## src/verilog/tsq_pkg.sv

```systemverilog
// shared constants and types for the trigger step queue register bank
package tsq_pkg;
   // bus geometry
   localparam int TSQ_DATA_W = 32;
   localparam int TSQ_ADDR_W = 8;
   localparam int TSQ_STRB_W = TSQ_DATA_W / 8;
   // register byte offsets
   localparam logic [7:0] TSQ_OFF_LITERAL = 8'h00;
   localparam logic [7:0] TSQ_OFF_POINTER = 8'h04;
   localparam logic [7:0] TSQ_OFF_STATUS = 8'h08;
   localparam logic [7:0] TSQ_OFF_QUEUE = 8'h40;
   // queue window: top address bits select it, word index follows
   localparam int TSQ_QWIN_HI = 7;
   localparam int TSQ_QWIN_LO = 6;
   localparam int TSQ_WORD_LSB = 2;
   localparam int TSQ_QIDX_MAX_W = 4;
   // register widths and reset values
   localparam int TSQ_REG_W = 16;
   localparam int TSQ_PTR_W = 5;
   localparam int TSQ_BYTE_W = 8;
   localparam logic [15:0] TSQ_LITERAL_RST = 16'h0000;
   localparam logic [4:0] TSQ_PTR_RST = 5'h00;
   localparam logic [15:0] TSQ_QUEUE_RST = 16'h0000;
   localparam logic [7:0] TSQ_BYTE_RST = 8'h00;
   // status register bit
   localparam int TSQ_STAT_BUSY_BIT = 0;
   // step byte fields
   localparam int TSQ_CMD_HI = 7;
   localparam int TSQ_CMD_LO = 4;
   localparam int TSQ_OPT_HI = 3;
   localparam int TSQ_OPT_LO = 0;
   localparam logic [3:0] TSQ_CMD_ADD = 4'h1;
   localparam logic [3:0] TSQ_OPT_ADD_LITERAL = 4'h5;
   localparam logic [2:0] TSQ_CMD_JUMP_TOP = 3'h5;
   // axi responses
   localparam logic [1:0] TSQ_RESP_OKAY = 2'h0;
   localparam logic [1:0] TSQ_RESP_DECERR = 2'h3;
   // register select after address decode
   typedef enum logic [2:0] {
      TSQ_SEL_NONE = 3'h0,
      TSQ_SEL_LITERAL = 3'h1,
      TSQ_SEL_POINTER = 3'h2,
      TSQ_SEL_STATUS = 3'h3,
      TSQ_SEL_QUEUE = 3'h4
   } tsq_sel_e;
   // read channel states, one bit changes per step except resp back to idle
   typedef enum logic [1:0] {
      TSQ_RD_IDLE = 2'h0,
      TSQ_RD_FETCH = 2'h1,
      TSQ_RD_RESP = 2'h3
   } tsq_rd_e;
endpackage

```

## src/verilog/tsq_regs.sv

```systemverilog
// trigger step queue register bank with axi4-lite slave and step port
//
// Notes on behaviour
// - 16-bit literal register, read/write, resets zero
// - pointer bits 4..0 name active step
// - pointer bits 15..5 read zero, ignore writes
// - pointer writes ignored while sequencer busy
// - sixteen 16-bit queue registers, reset zero
// - high byte holds odd step 2n+1
// - low byte holds even step 2n
// - queue writes ignored while sequencer busy
// - step byte: command high nibble, option low
// - add-adjust option five adds adjust into literal
// - jump loads command bit0 and option into pointer
//
// Local design decisions: the AXI4-Lite interface to the registers and the address map.
`timescale 1ns/1ns
`default_nettype none
module tsq_regs
   import tsq_pkg::*;
#(
   parameter int QUEUE_REGS = 16
)
(
   input wire logic aclk,
   input wire logic aresetn,
   // axi4-lite write address
   input wire logic [TSQ_ADDR_W-1:0] s_axi_awaddr,
   input wire logic [2:0] s_axi_awprot,
   input wire logic s_axi_awvalid,
   output logic s_axi_awready,
   // axi4-lite write data
   input wire logic [TSQ_DATA_W-1:0] s_axi_wdata,
   input wire logic [TSQ_STRB_W-1:0] s_axi_wstrb,
   input wire logic s_axi_wvalid,
   output logic s_axi_wready,
   // axi4-lite write response
   output logic [1:0] s_axi_bresp,
   output logic s_axi_bvalid,
   input wire logic s_axi_bready,
   // axi4-lite read address
   input wire logic [TSQ_ADDR_W-1:0] s_axi_araddr,
   input wire logic [2:0] s_axi_arprot,
   input wire logic s_axi_arvalid,
   output logic s_axi_arready,
   // axi4-lite read data
   output logic [TSQ_DATA_W-1:0] s_axi_rdata,
   output logic [1:0] s_axi_rresp,
   output logic s_axi_rvalid,
   input wire logic s_axi_rready,
   // sequencer side
   input wire logic seq_busy,
   input wire logic step_exec,
   input wire logic [TSQ_REG_W-1:0] adjust_value,
   output logic [TSQ_REG_W-1:0] literal_value,
   output logic [TSQ_PTR_W-1:0] active_step_pointer,
   output logic [TSQ_BYTE_W-1:0] active_step_byte,
   output logic [3:0] step_cmd,
   output logic [3:0] step_option,
   output logic step_byte_valid
);
   localparam int QIDX_W = $clog2(QUEUE_REGS);
   localparam int SLOTS = 2 * QUEUE_REGS;

   // only power-of-two depths up to what the 5-bit pointer reaches
   initial
   begin
      if (QUEUE_REGS < 2 || QUEUE_REGS > (1 << TSQ_QIDX_MAX_W) ||
          (QUEUE_REGS & (QUEUE_REGS - 1)) != 0)
      begin
         $error("tsq_regs: QUEUE_REGS must be a power of two from 2 to 16");
      end
   end

   // address decode shared by the read and write paths
   function automatic tsq_sel_e decode(input logic [TSQ_ADDR_W-1:0] a);
      logic [TSQ_ADDR_W-1:0] w;
      w = {a[TSQ_ADDR_W-1:TSQ_WORD_LSB], {TSQ_WORD_LSB{1'b0}}};
      if (w == TSQ_OFF_LITERAL)
         decode = TSQ_SEL_LITERAL;
      else if (w == TSQ_OFF_POINTER)
         decode = TSQ_SEL_POINTER;
      else if (w == TSQ_OFF_STATUS)
         decode = TSQ_SEL_STATUS;
      else if (a[TSQ_QWIN_HI:TSQ_QWIN_LO] == TSQ_OFF_QUEUE[TSQ_QWIN_HI:TSQ_QWIN_LO] &&
               32'(a[TSQ_QWIN_LO-1:TSQ_WORD_LSB]) < QUEUE_REGS)
         decode = TSQ_SEL_QUEUE;
      else
         decode = TSQ_SEL_NONE;
   endfunction

   // queue word index from a byte address
   function automatic logic [QIDX_W-1:0] qindex(input logic [TSQ_ADDR_W-1:0] a);
      qindex = a[TSQ_WORD_LSB +: QIDX_W];
   endfunction

   // byte-lane merge of a 16-bit register with bus write data
   function automatic logic [TSQ_REG_W-1:0] merge16(input logic [TSQ_REG_W-1:0] old,
                                                    input logic [TSQ_REG_W-1:0] nw,
                                                    input logic [1:0] be);
      merge16 = old;
      if (be[0])
         merge16[TSQ_BYTE_W-1:0] = nw[TSQ_BYTE_W-1:0];
      if (be[1])
         merge16[TSQ_REG_W-1:TSQ_BYTE_W] = nw[TSQ_REG_W-1:TSQ_BYTE_W];
   endfunction

   // next slot with wrap at the queue's end
   function automatic logic [TSQ_PTR_W-1:0] next_slot(input logic [TSQ_PTR_W-1:0] p);
      logic [TSQ_PTR_W-1:0] mask;
      mask = TSQ_PTR_W'(SLOTS - 1);
      next_slot = (p + 1'b1) & mask;
   endfunction

   // software-visible state
   logic [TSQ_REG_W-1:0] literal_q, literal_d; // literal value
   logic [TSQ_PTR_W-1:0] ptr_q, ptr_d; // active step pointer
   // write channel holding registers
   logic aw_have_q, w_have_q; // address / data captured
   logic [TSQ_ADDR_W-1:0] wr_addr_q;
   logic [TSQ_REG_W-1:0] wr_data_q; // only the low half is ever stored
   logic [1:0] wr_be_q;
   logic bvalid_q;
   logic [1:0] bresp_q;
   // read channel
   tsq_rd_e rd_state_q, rd_state_d;
   logic [TSQ_ADDR_W-1:0] rd_addr_q;
   logic [TSQ_DATA_W-1:0] rdata_q;
   logic [1:0] rresp_q;
   // step byte pipeline
   logic [TSQ_PTR_W-1:0] ptr_s1_q, ptr_s2_q; // pointer matching each stage
   logic [TSQ_BYTE_W-1:0] byte_q;
   logic [TSQ_REG_W-1:0] bus_word, step_word;

   // handshakes, each from registered state only
   wire aw_fire = s_axi_awvalid && s_axi_awready;
   wire w_fire = s_axi_wvalid && s_axi_wready;
   wire ar_fire = s_axi_arvalid && s_axi_arready;
   assign s_axi_awready = !aw_have_q && !bvalid_q;
   assign s_axi_wready = !w_have_q && !bvalid_q;
   assign s_axi_arready = (rd_state_q == TSQ_RD_IDLE);

   // write performed once both halves are held
   wire wr_go = aw_have_q && w_have_q;
   wire tsq_sel_e wr_sel = decode(wr_addr_q);
   wire tsq_sel_e rd_sel = decode(rd_addr_q);
   wire wr_locked = seq_busy;
   wire wr_lit = wr_go && wr_sel == TSQ_SEL_LITERAL && !wr_locked;
   wire wr_ptr = wr_go && wr_sel == TSQ_SEL_POINTER && !wr_locked;
   wire wr_que = wr_go && wr_sel == TSQ_SEL_QUEUE && !wr_locked;

   wire [3:0] cur_cmd = byte_q[TSQ_CMD_HI:TSQ_CMD_LO];
   wire [3:0] cur_opt = byte_q[TSQ_OPT_HI:TSQ_OPT_LO];
   // a step only acts on a byte that matches the current pointer
   wire exec_ok = step_exec && seq_busy && step_byte_valid;
   wire do_add = exec_ok && cur_cmd == TSQ_CMD_ADD && cur_opt == TSQ_OPT_ADD_LITERAL;
   wire do_jump = exec_ok && cur_cmd[3:1] == TSQ_CMD_JUMP_TOP;
   wire [TSQ_PTR_W-1:0] jump_target = TSQ_PTR_W'({cur_cmd[0], cur_opt}) &
                                      TSQ_PTR_W'(SLOTS - 1);

   // literal next value; software and the add never meet since writes lock when busy
   always_comb
   begin
      literal_d = literal_q;
      if (wr_lit)
         literal_d = merge16(literal_q, wr_data_q, wr_be_q);
      else if (do_add)
         literal_d = literal_q + adjust_value;
   end

   // pointer next value
   always_comb
   begin
      ptr_d = ptr_q;
      // only low five bits take the write
      if (wr_ptr && wr_be_q[0])
         ptr_d = wr_data_q[TSQ_PTR_W-1:0] & TSQ_PTR_W'(SLOTS - 1);
      else if (do_jump)
         ptr_d = jump_target;
      else if (exec_ok)
         ptr_d = next_slot(ptr_q);
   end

   // read state sequence
   always_comb
   begin
      case (rd_state_q)
         TSQ_RD_IDLE: rd_state_d = ar_fire ? TSQ_RD_FETCH : TSQ_RD_IDLE;
         TSQ_RD_FETCH: rd_state_d = TSQ_RD_RESP;
         TSQ_RD_RESP: rd_state_d = s_axi_rready ? TSQ_RD_IDLE : TSQ_RD_RESP;
         default: rd_state_d = TSQ_RD_IDLE;
      endcase
   end

   // queue words: even step low byte, odd step high byte
   tsq_queue_mem #(
      .DEPTH(QUEUE_REGS),
      .AW(QIDX_W)
   ) u_mem (
      .aclk(aclk),
      .aresetn(aresetn),
      .we(wr_que),
      .wbe(wr_be_q),
      .waddr(qindex(wr_addr_q)),
      .wdata(wr_data_q),
      .bus_raddr(qindex(s_axi_araddr)),
      .bus_rdata_q(bus_word),
      .step_raddr(QIDX_W'(ptr_q[TSQ_PTR_W-1:1])),
      .step_rdata_q(step_word)
   );

   // read data mux, captured into rdata_q in the fetch state
   logic [TSQ_DATA_W-1:0] rd_mux;
   always_comb
   begin
      rd_mux = '0;
      case (rd_sel)
         TSQ_SEL_LITERAL: rd_mux = TSQ_DATA_W'(literal_q);
         TSQ_SEL_POINTER: rd_mux = TSQ_DATA_W'(ptr_q);
         TSQ_SEL_STATUS: rd_mux[TSQ_STAT_BUSY_BIT] = seq_busy;
         TSQ_SEL_QUEUE: rd_mux = TSQ_DATA_W'(bus_word);
         default: rd_mux = '0;
      endcase
   end

   // write channel: capture each half, answer once both are done
   always_ff @(posedge aclk)
   begin
      if (!aresetn)
      begin
         aw_have_q <= 1'b0;
         w_have_q <= 1'b0;
         wr_addr_q <= '0;
         wr_data_q <= '0;
         wr_be_q <= '0;
         bvalid_q <= 1'b0;
         bresp_q <= TSQ_RESP_OKAY;
      end
      else
      begin
         if (aw_fire)
         begin
            aw_have_q <= 1'b1;
            wr_addr_q <= s_axi_awaddr;
         end
         if (w_fire)
         begin
            w_have_q <= 1'b1;
            wr_data_q <= s_axi_wdata[TSQ_REG_W-1:0];
            wr_be_q <= s_axi_wstrb[1:0];
         end
         if (wr_go)
         begin
            // locked writes to mapped registers still answer okay, they just change nothing
            aw_have_q <= 1'b0;
            w_have_q <= 1'b0;
            bvalid_q <= 1'b1;
            bresp_q <= (wr_sel == TSQ_SEL_NONE) ? TSQ_RESP_DECERR : TSQ_RESP_OKAY;
         end
         else if (bvalid_q && s_axi_bready)
         begin
            bvalid_q <= 1'b0;
         end
      end
   end

   // read channel registers
   always_ff @(posedge aclk)
   begin
      if (!aresetn)
      begin
         rd_state_q <= TSQ_RD_IDLE;
         rd_addr_q <= '0;
         rdata_q <= '0;
         rresp_q <= TSQ_RESP_OKAY;
      end
      else
      begin
         rd_state_q <= rd_state_d;
         if (ar_fire)
            rd_addr_q <= s_axi_araddr;
         // queue word is ready from the memory flop in this state
         if (rd_state_q == TSQ_RD_FETCH)
         begin
            rdata_q <= rd_mux;
            rresp_q <= (rd_sel == TSQ_SEL_NONE) ? TSQ_RESP_DECERR : TSQ_RESP_OKAY;
         end
      end
   end

   // literal and pointer registers
   always_ff @(posedge aclk)
   begin
      if (!aresetn)
      begin
         literal_q <= TSQ_LITERAL_RST;
         ptr_q <= TSQ_PTR_RST;
      end
      else
      begin
         literal_q <= literal_d;
         ptr_q <= ptr_d;
      end
   end

   // step byte pipeline: word fetch, then pick even or odd half
   always_ff @(posedge aclk)
   begin
      if (!aresetn)
      begin
         ptr_s1_q <= TSQ_PTR_RST;
         ptr_s2_q <= TSQ_PTR_RST;
         byte_q <= TSQ_BYTE_RST;
      end
      else
      begin
         ptr_s1_q <= ptr_q;
         ptr_s2_q <= ptr_s1_q;
         // odd slot high byte, even slot low byte
         byte_q <= ptr_s1_q[0] ? step_word[TSQ_REG_W-1:TSQ_BYTE_W]
                               : step_word[TSQ_BYTE_W-1:0];
      end
   end

   // byte is trustworthy only once both stages saw the same pointer
   assign step_byte_valid = (ptr_s2_q == ptr_q) && (ptr_s1_q == ptr_q);
   assign s_axi_bvalid = bvalid_q;
   assign s_axi_bresp = bresp_q;
   assign s_axi_rvalid = (rd_state_q == TSQ_RD_RESP);
   assign s_axi_rdata = rdata_q;
   assign s_axi_rresp = rresp_q;
   assign literal_value = literal_q;
   assign active_step_pointer = ptr_q;
   assign active_step_byte = byte_q;
   assign step_cmd = cur_cmd;
   assign step_option = cur_opt;
endmodule
`default_nettype wire

```

## src/verilog/tsq_queue_mem.sv

```systemverilog
// step queue storage: byte-writable words, two registered read ports
`timescale 1ns/1ns
`default_nettype none
module tsq_queue_mem
   import tsq_pkg::*;
#(
   parameter int DEPTH = 16,
   parameter int AW = 4
)
(
   input wire logic aclk,
   input wire logic aresetn,
   input wire logic we,
   input wire logic [1:0] wbe,
   input wire logic [AW-1:0] waddr,
   input wire logic [TSQ_REG_W-1:0] wdata,
   input wire logic [AW-1:0] bus_raddr,
   output logic [TSQ_REG_W-1:0] bus_rdata_q,
   input wire logic [AW-1:0] step_raddr,
   output logic [TSQ_REG_W-1:0] step_rdata_q
);
   // storage words, cleared by reset like every other register
   logic [TSQ_REG_W-1:0] mem_q [DEPTH];

   initial
   begin
      if (DEPTH < 1 || DEPTH > (1 << AW))
      begin
         $error("tsq_queue_mem: depth does not fit address width");
      end
   end

   // write with byte lanes, reads registered on both ports
   always_ff @(posedge aclk)
   begin
      if (!aresetn)
      begin
         for (int i = 0; i < DEPTH; i++)
         begin
            mem_q[i] <= TSQ_QUEUE_RST;
         end
         bus_rdata_q <= TSQ_QUEUE_RST;
         step_rdata_q <= TSQ_QUEUE_RST;
      end
      else
      begin
         for (int b = 0; b < 2; b++)
         begin
            if (we && wbe[b])
            begin
               mem_q[waddr][b*TSQ_BYTE_W +: TSQ_BYTE_W] <= wdata[b*TSQ_BYTE_W +: TSQ_BYTE_W];
            end
         end
         bus_rdata_q <= mem_q[bus_raddr];
         step_rdata_q <= mem_q[step_raddr];
      end
   end
endmodule
`default_nettype wire

```

## config.mk

```make
export PLATFORM = sky130hd
export DESIGN_NAME = tsq_regs
export DESIGN_NICKNAME = d
export VERILOG_FILES = /design/src/verilog/tsq_pkg.sv /design/src/verilog/tsq_regs.sv /design/src/verilog/tsq_queue_mem.sv
export SDC_FILE = /design/constraint.sdc
export NUM_CORES = 1
export LEC_CHECK = 0
export BUFFER_PORTS_ARGS = -buffer_cell sky130_fd_sc_hd__buf_2
export CAP_MARGIN = 20
export CORE_ASPECT_RATIO = 0.75
export CORE_MARGIN = 3
export CORE_UTILIZATION = 55
export CTS_BUF_LIST = sky130_fd_sc_hd__clkbuf_4
export DETAILED_ROUTE_END_ITERATION = 10
export HOLD_SLACK_MARGIN = 0.02
export PLACE_DENSITY = 0.77
export SLEW_MARGIN = 5
export SYNTH_ARGS = -nofsm -noshare
export SYNTH_HDL_FRONTEND = slang
export SYNTH_SLANG_ARGS = --single-unit
```

## constraint.sdc

```tcl
create_clock -name aclk -period 2.5 [get_ports aclk]
set_input_delay 0.375 -clock aclk [delete_from_list [all_inputs] [get_ports aclk]]
set_output_delay 0.375 -clock aclk [all_outputs]
set_load 0.005 [all_outputs]
```

=== Yosys cells after proc, flatten, opt, wreduce, memory -nomap -nowiden ===
Memories as Yosys holds them, arrays and structs flattened. A register that Yosys moved wholly into a read port is not among the register bits.
Cells that the tools add are included.

* Add/sub/neg operators: 2
* $mul: 0
* Div/mod/pow operators: 0
* Order comparisons: 0
* Eq/ne operators: 22
* Shift operators: 0
* Multiplexer cells: 35
* Bitwise operators: 1
* Reductions and logical operators: 40

{| class="wikitable"
|+ Operators with widths
! kind !! number
|-
| 2-to-1 mux 16 bit || 3
|-
| case mux 15 bit (3 select lines) || 1
|-
| 2-to-1 mux 3 bit || 8
|-
| 2-to-1 mux 8 bit || 3
|-
| logical AND 1 bit || 22
|-
| adder 16 bit || 1
|-
| OR reduction 16 bit || 1
|-
| 2-to-1 mux 5 bit || 3
|-
| == test 6 x 1 -> 1 bit, second input constant || 2
|-
| == test 6 x 2 -> 1 bit, second input constant || 2
|-
| zero test 6 bit || 2
|-
| == test 5 bit || 2
|-
| 2-to-1 mux 1 bit || 10
|-
| == test 3 x 2 -> 1 bit, second input constant || 3
|-
| == test 3 bit, second input constant || 3
|-
| 2-to-1 mux 2 bit || 4
|-
| == test 2 x 1 -> 1 bit, second input constant || 3
|-
| == test 3 x 1 -> 1 bit, second input constant || 2
|-
| zero test 1 bit || 6
|-
| zero test 3 bit || 2
|-
| case mux 2 bit (3 select lines) || 1
|-
| adder 5 x 1 -> 5 bit, second input constant || 1
|-
| == test 4 x 1 -> 1 bit, second input constant || 1
|-
| == test 4 x 3 -> 1 bit, second input constant || 1
|-
| other kinds (10) || 13
|}

* Flip-flop bits (word level): 114
* Bits in latches: 0
* Memory bits (writable): 256
* ROM bits: 0
* Input bits: 83
* Output and inout bits: 79
* Memories: 1

{| class="wikitable"
|+ Memories
! name !! depth !! bits a word !! read ports !! clocked after memory_dff !! wr ports !! RTL line !! RTL
|-
| u_mem.mem_q || 16 || 16 || 2 || 2 || 16 || tsq_queue_mem.sv:23 || <nowiki>logic [TSQ_REG_W-1:0] mem_q [DEPTH];</nowiki>
|}

=== Logic depth before layout (Yosys ltp) ===
* Word-level depth: 14
* Depth in mapped cells: 9
* Mapped depth without buffers: 8

=== Cells and area by module ===
Synthesis repeated with hierarchy kept, for this count alone.

* Cells, all modules: 1,634
* Area, all modules: 19,814.0 um^2

{| class="wikitable"
|+ Modules (own cells, without submodules)
! module !! instances !! cells an instance !! area an instance (um^2)
|-
| tsq_queue_mem || 1 || 1,074 || 14,974.4
|-
| tsq_regs || 1 || 560 || 4,839.6
|}

=== Worst setup path after synthesis ===
No wires, ideal clock.

* Path type: input to register
* Start point: in adjust_value[0]
* End point: reg literal_q[12] (netlist: literal_value[12])
* Setup time: 0.076 ns
* Arrival: 2.357 ns
* Path slack: 0.067 ns
* Stages: 8
* Path buffers: 0
* Cell sequence: ha_1 -> fa_1 -> a21o_1 -> a221oi_1 -> o21ai_0 -> a311oi_1 -> o221ai_1 -> a21boi_0

* Word-level cells in the longest chain between the ends: 3

{| class="wikitable"
|+ Ends and longest elaborated chain
! what !! RTL line !! RTL
|-
| start: declaration || tsq_regs.sv:54 || <nowiki>input wire logic [TSQ_REG_W-1:0] adjust_value,</nowiki>
|-
| adder 16 bit || tsq_regs.sv:168 || <nowiki>literal_d = literal_q + adjust_value;</nowiki>
|-
| 2-to-1 mux 16 bit || tsq_regs.sv:167 || <nowiki>else if (do_add)</nowiki>
|-
| 2-to-1 mux 16 bit || tsq_regs.sv:165 || <nowiki>if (wr_lit)</nowiki>
|-
| end signal: assignment || tsq_regs.sv:301 || <nowiki>literal_q <= literal_d;</nowiki>
|-
| end: declaration || tsq_regs.sv:116 || <nowiki>logic [TSQ_REG_W-1:0] literal_q, literal_d;</nowiki>
|}

No other way between the ends. The select of a mux whose other input is x is not followed.
A chain may end at the register's enable or synchronous reset.

=== Final worst setup path ===
* Start point: reg ptr_q[4] (netlist: active_step_pointer[4])
* End point: out step_byte_valid

* Word-level cells in the longest chain between the ends: 2

{| class="wikitable"
|+ Ends and longest elaborated chain
! what !! RTL line !! RTL
|-
| start: declaration || tsq_regs.sv:117 || <nowiki>logic [TSQ_PTR_W-1:0] ptr_q, ptr_d;</nowiki>
|-
| start signal: assignment || tsq_regs.sv:302 || <nowiki>ptr_q <= ptr_d;</nowiki>
|-
| == test 5 bit || tsq_regs.sv:326 || <nowiki>assign step_byte_valid = (ptr_s2_q == ptr_q) && (ptr_s1_q == ptr_q);</nowiki>
|-
| logical AND 1 bit * || tsq_regs.sv:326 ||
|-
| end: declaration || tsq_regs.sv:60 || <nowiki>output logic step_byte_valid</nowiki>
|}

Mark *: on every way between the ends. The rest lies on a longest branch, timed or not.

==> key figures <==
Status
  • Outcome: finished, violations left
  • Violated checks: negative setup slack

Logic synthesis
  • Top area cells in the synthesized netlist: sky130_fd_sc_hd__edfxtp_1 40%, sky130_fd_sc_hd__mux4_2 19%, sky130_fd_sc_hd__dfxtp_1 13%, sky130_fd_sc_hd__and2_1 10%, sky130_fd_sc_hd__nor2_1 1.8%
  • Share of the synthesized area in the top cell type: 0.4010
  • Register bit total from synthesis: 380
  • Predominant post-synthesis flop cell: sky130_fd_sc_hd__edfxtp_1
  • Synth Warn #: 0
  • Number of cells produced by synthesis: 1456
  • Post-synthesis sequential area ratio: 0.5305
  • Combined area of all synthesized cells: 0.01917 mm^2
  • EDFF count, synth: 256
  • Largest area contributor in the synthesized netlist: sky130_fd_sc_hd__edfxtp_1
  • Count of different cell masters after synthesis: between 60 and 70
  • Per-instance average area after synthesis: 13.17 um^2
  • Async S/R FF share, synth: 0

Routing
  • WL final: a little under 50000 um
  • Avg WL per Cell: 22.57 um
  • Antenna-violating nets left: 0
  • Number of DRC markers after the initial detailed-route iteration: 1590
  • TritonRoute pass-1 iters: 5
  • Number of DRC violations after detailed routing: 0
  • Detailed-route vias per instance: 6.053
  • DR vias: ~13000

STA
  • Maximum frequency from static timing analysis: 395.2 MHz
  • Final setup skew: 0.05338 ns
  • Final setup vio count: 1
  • Count of final max-slew check failures: 0
  • Hold Slack: around 0.073 ns
  • Relative slew margins: 0.4671
  • Count of final hold-check violations: 0
  • Setup repair after global routing missed its margin: yes
  • Final critical-path share of the clock period: 1.012
  • Period minus WS final: 2.530 ns
  • Setup slack of the critical path after layout: -0.03005 ns
  • Actual transition at the worst max-transition pin: between 0.7 and 0.8 ns

Pwr
  • Static Leak: 8.463 nW
  • Internal power: 10.16 mW
  • Total power draw: 13.59 mW
  • Relative contribution of the clock network to total power: 0.375
  • Psw: 3.430 mW
  • Relative contribution of sequential cells to total power: 0.529
  • Switching portion of total power: 0.2524
  • Combinational share of power: 0.095
  • Total power per unit cell area: 615.3 mW/mm^2
  • Largest voltage drop on the vdd net: about 0.47 mV

Worst hold path
  • Cells on Worst Hold Path: 4
  • Worst Hold End: literal_value[0]
  • Startpoint of the lowest-slack hold path: adjust_value[0]
  • Type of the most critical hold path: in2reg

Critical path
  • Reg2reg end: u_mem.step_rdata_q[14]
  • R2R depth: 6
  • Cell with the largest stage delay on the worst path: sky130_fd_sc_hd__or3_1
  • Critical R2R Launch: active_step_pointer[1]
  • Critical Path Max Stage Delay: 0.37 ns
  • Max FO, Critical Path: 2
  • Worst Path Class, Setup: reg2out
  • Critical Path End Type: output port
  • Crit start category: register
  • Setup slack of the most critical reg-to-reg path: 0.13 ns
  • Required time reported for the critical path endpoint: 2.12 ns
  • CP Data Arrival Time: 2.16 ns
  • Worst-path cell chain: or3_1 -> a222oi_1 -> buf_4 -> and2_4 -> buf_6

Layout
  • Number of non-filler instances in the completed layout: 2204
  • Share of cells above drive strength 1: 0.3074
  • Commonest cells after routing, fill and taps aside: 305 x sky130_fd_sc_hd__and2_1, 256 x sky130_fd_sc_hd__edfxtp_1, 160 x sky130_fd_sc_hd__mux4_2
  • Filler Cells Inserted: 2500
  • Final Core Density: 0.6503
  • Synthesis-to-finish area growth: 15.21%
  • Net count, final: 1776
  • Most common cell after layout, fill and taps aside: sky130_fd_sc_hd__and2_1

CTS
  • Root Buffer Master: sky130_fd_sc_hd__clkbuf_4
  • H-Tree Depth: 3
  • # clock sinks: 380
  • CTS tree: yes
  • CTS Buffer Depth: 3
  • Number of buffers created by CTS: 88
  • Skew-Pair Late Insertion Delay: 0.81 ns
  • Worst-path clk slew: 0.07 ns

Floorplan
  • Core region area: around 0.034 mm^2
  • Width of the chip: ~220 um
  • Count of standard-cell rows: between 50 and 60
  • Starting utilization of the core area: 0.5644
  • Number of I/O pins: 162
  • Die Span Y: 167.7 um
  • Floorplan die area: 0.03715 mm^2

Place
  • Post-DP HPWL: 33780 um
  • Count of input and output buffers: roughly 120
  • Number of placed instances with taps included: 2004
  • Final weighted congestion of routability-driven global placement: 0.9336

GRT
  • Total global routing track utilization: 0.2681
  • Pin count of the biggest net entering global routing: between 100 and 150
  • Via count of the first global-routing pass: ~13000
  • Residual overflow from global routing: 0
  • Wire length of the first global-routing pass: 75980 um
  • Number of antenna violations at the first check in global routing: 1

Run
  • Maximum Capacitance Violations: 0
==> area by class of cell <==
type                            instances  area (um^2)  area share
Timing Repair Buffer                  243         1723     0.07801
Clock inverter                         21        82.58    0.003739
Antenna cell                            4        10.01   0.0004532
Multi-Input combinational cell        958         8439      0.3821
Clock buffer                          143         1074     0.04861
Sequential cell                       380        10180      0.4607
Inverter                                5        18.77   0.0008498
Tap cell                              450        563.0     0.02549
==> worst max-delay path by stage <==
stage                      startpoint                end  slack (ns)  depth (start not counted)
5_1_grt        active_step_pointer[4]    step_byte_valid       -0.27                          5
3_5_place_dp          adjust_value[0]  literal_value[14]       -0.11                         10
2_1_floorplan         adjust_value[0]  literal_value[12]        0.07                          8
4_1_cts                   ptr_s2_q[4]    step_byte_valid       -0.12                          5
3_3_place_gp          adjust_value[0]  literal_value[12]       -0.04                         10
6_report       active_step_pointer[4]    step_byte_valid       -0.03                          5
==> per-layer routing <==
layer  track usage  vias to the layer above  wire (um)
li1              -                     5901          -
met1        0.3686                     6596      19330
met2        0.4354                      750      24060
met3       0.06011                       93       5137
met4       0.07673                        0       1214
met5             0                        -          0
==> logic make-up (layout without fill, tap and decap cells) <==
kind of cell / Yosys count / count (layout) / share of synthesized area
DFF: 380 / 380 / 0.5305
adders and majority gates: 17 / 17 / 0.01149
muxes: 188 / 188 / 0.2027
other: 1 / 20 / 0.0001956
buffers and inverters: 133 / 412 / 0.03322
AOI/OAI and AO/OA: 183 / 183 / 0.06129
xor gates and xnor gates: 14 / 14 / 0.006397
and+or+nand+nor: 540 / 540 / 0.1542
==> power by group through the flow <==
stage | registers [mW] | logic (mW) | clock network (mW)
CTS | 7.19 | 1.28 | 5.15
global route | 7.22 | 1.39 | 5.52
detailed placement | 7.33 | 1.24 | 0
floorplan | 7.19 | 0.877 | 0
global placement | 7.30 | 1.21 | 0
finish | 7.20 | 1.30 | 5.10
==> metrics by stage <==
step	setup WS, ns	setup TNS [ns]	area, um^2
2_1_floorplan	0.06723	0	19230
3_3_place_gp	-0.04121	-0.05004	20590
3_5_place_dp	-0.1107	-0.1687	20590
4_1_cts	-0.1162	-0.1162	22050
5_1_grt	-0.2700	-0.2700	22090
6_report	-0.03005	-0.03005	22090
==> critical path, delay by kind of cell (launching register included) <==
| kind | cells | cell delay (ns) |
|---|---|---|
| buffers and inverters | 2 | 0.25 |
| AO/OA/AOI/OAI | 1 | 0.31 |
| AND/OR/NAND/NOR | 2 | 0.50 |
| flip-flops | 1 | 0.32 |
==> flip-flops by register name (all words and copies together) (netlist names), 2 cells and up <==
signal and flops:
active_step_pointer 5, u_mem.bus_rdata_q 16, active_step_byte 8, rd_state_q 2, literal_value 16, ptr_s2_q 5
u_mem.mem_q 256, wr_data_q 16, u_mem.step_rdata_q 16, wr_be_q 2, ptr_s1_q 5, rd_addr_q 6
wr_addr_q 6, s_axi_rdata 16
==> cells in the mapped netlist (all sizes together) (2+ instances only) <==
cell type and n:
mux4 160, and2 306, nand2 85, a21oi 41
nand4 4, o21bai 2, inv 5, ha 16
nand3 13, buf 52, nor4b 2, o21a 2
o21ai 52, or3 5, a311oi 7, nor4 2
edfxtp 256, a21boi 10, nor2 91, nor3 5
a21o 6, nand3b 3, o221ai 5, nor2b 8
and3 3, xnor2 8, o211a 4, and4 2
a211oi 12, a22oi 17, nand2b 5, dfxtp 124
mux2i 27, clkbuf 76, a31oi 11, xor2 6
o211ai 8
==> repair_timing <==
action | in CTS | in global routing
hold buffers | 28 | 0
endpoints found under the setup margin | 1 | 4
pin swaps | 2 | 4
resized for setup | 1 | 5
setup buffers | 2 | 2
endpoints found under the hold margin | 29 | 0
(Power assumes the default switching activity.)
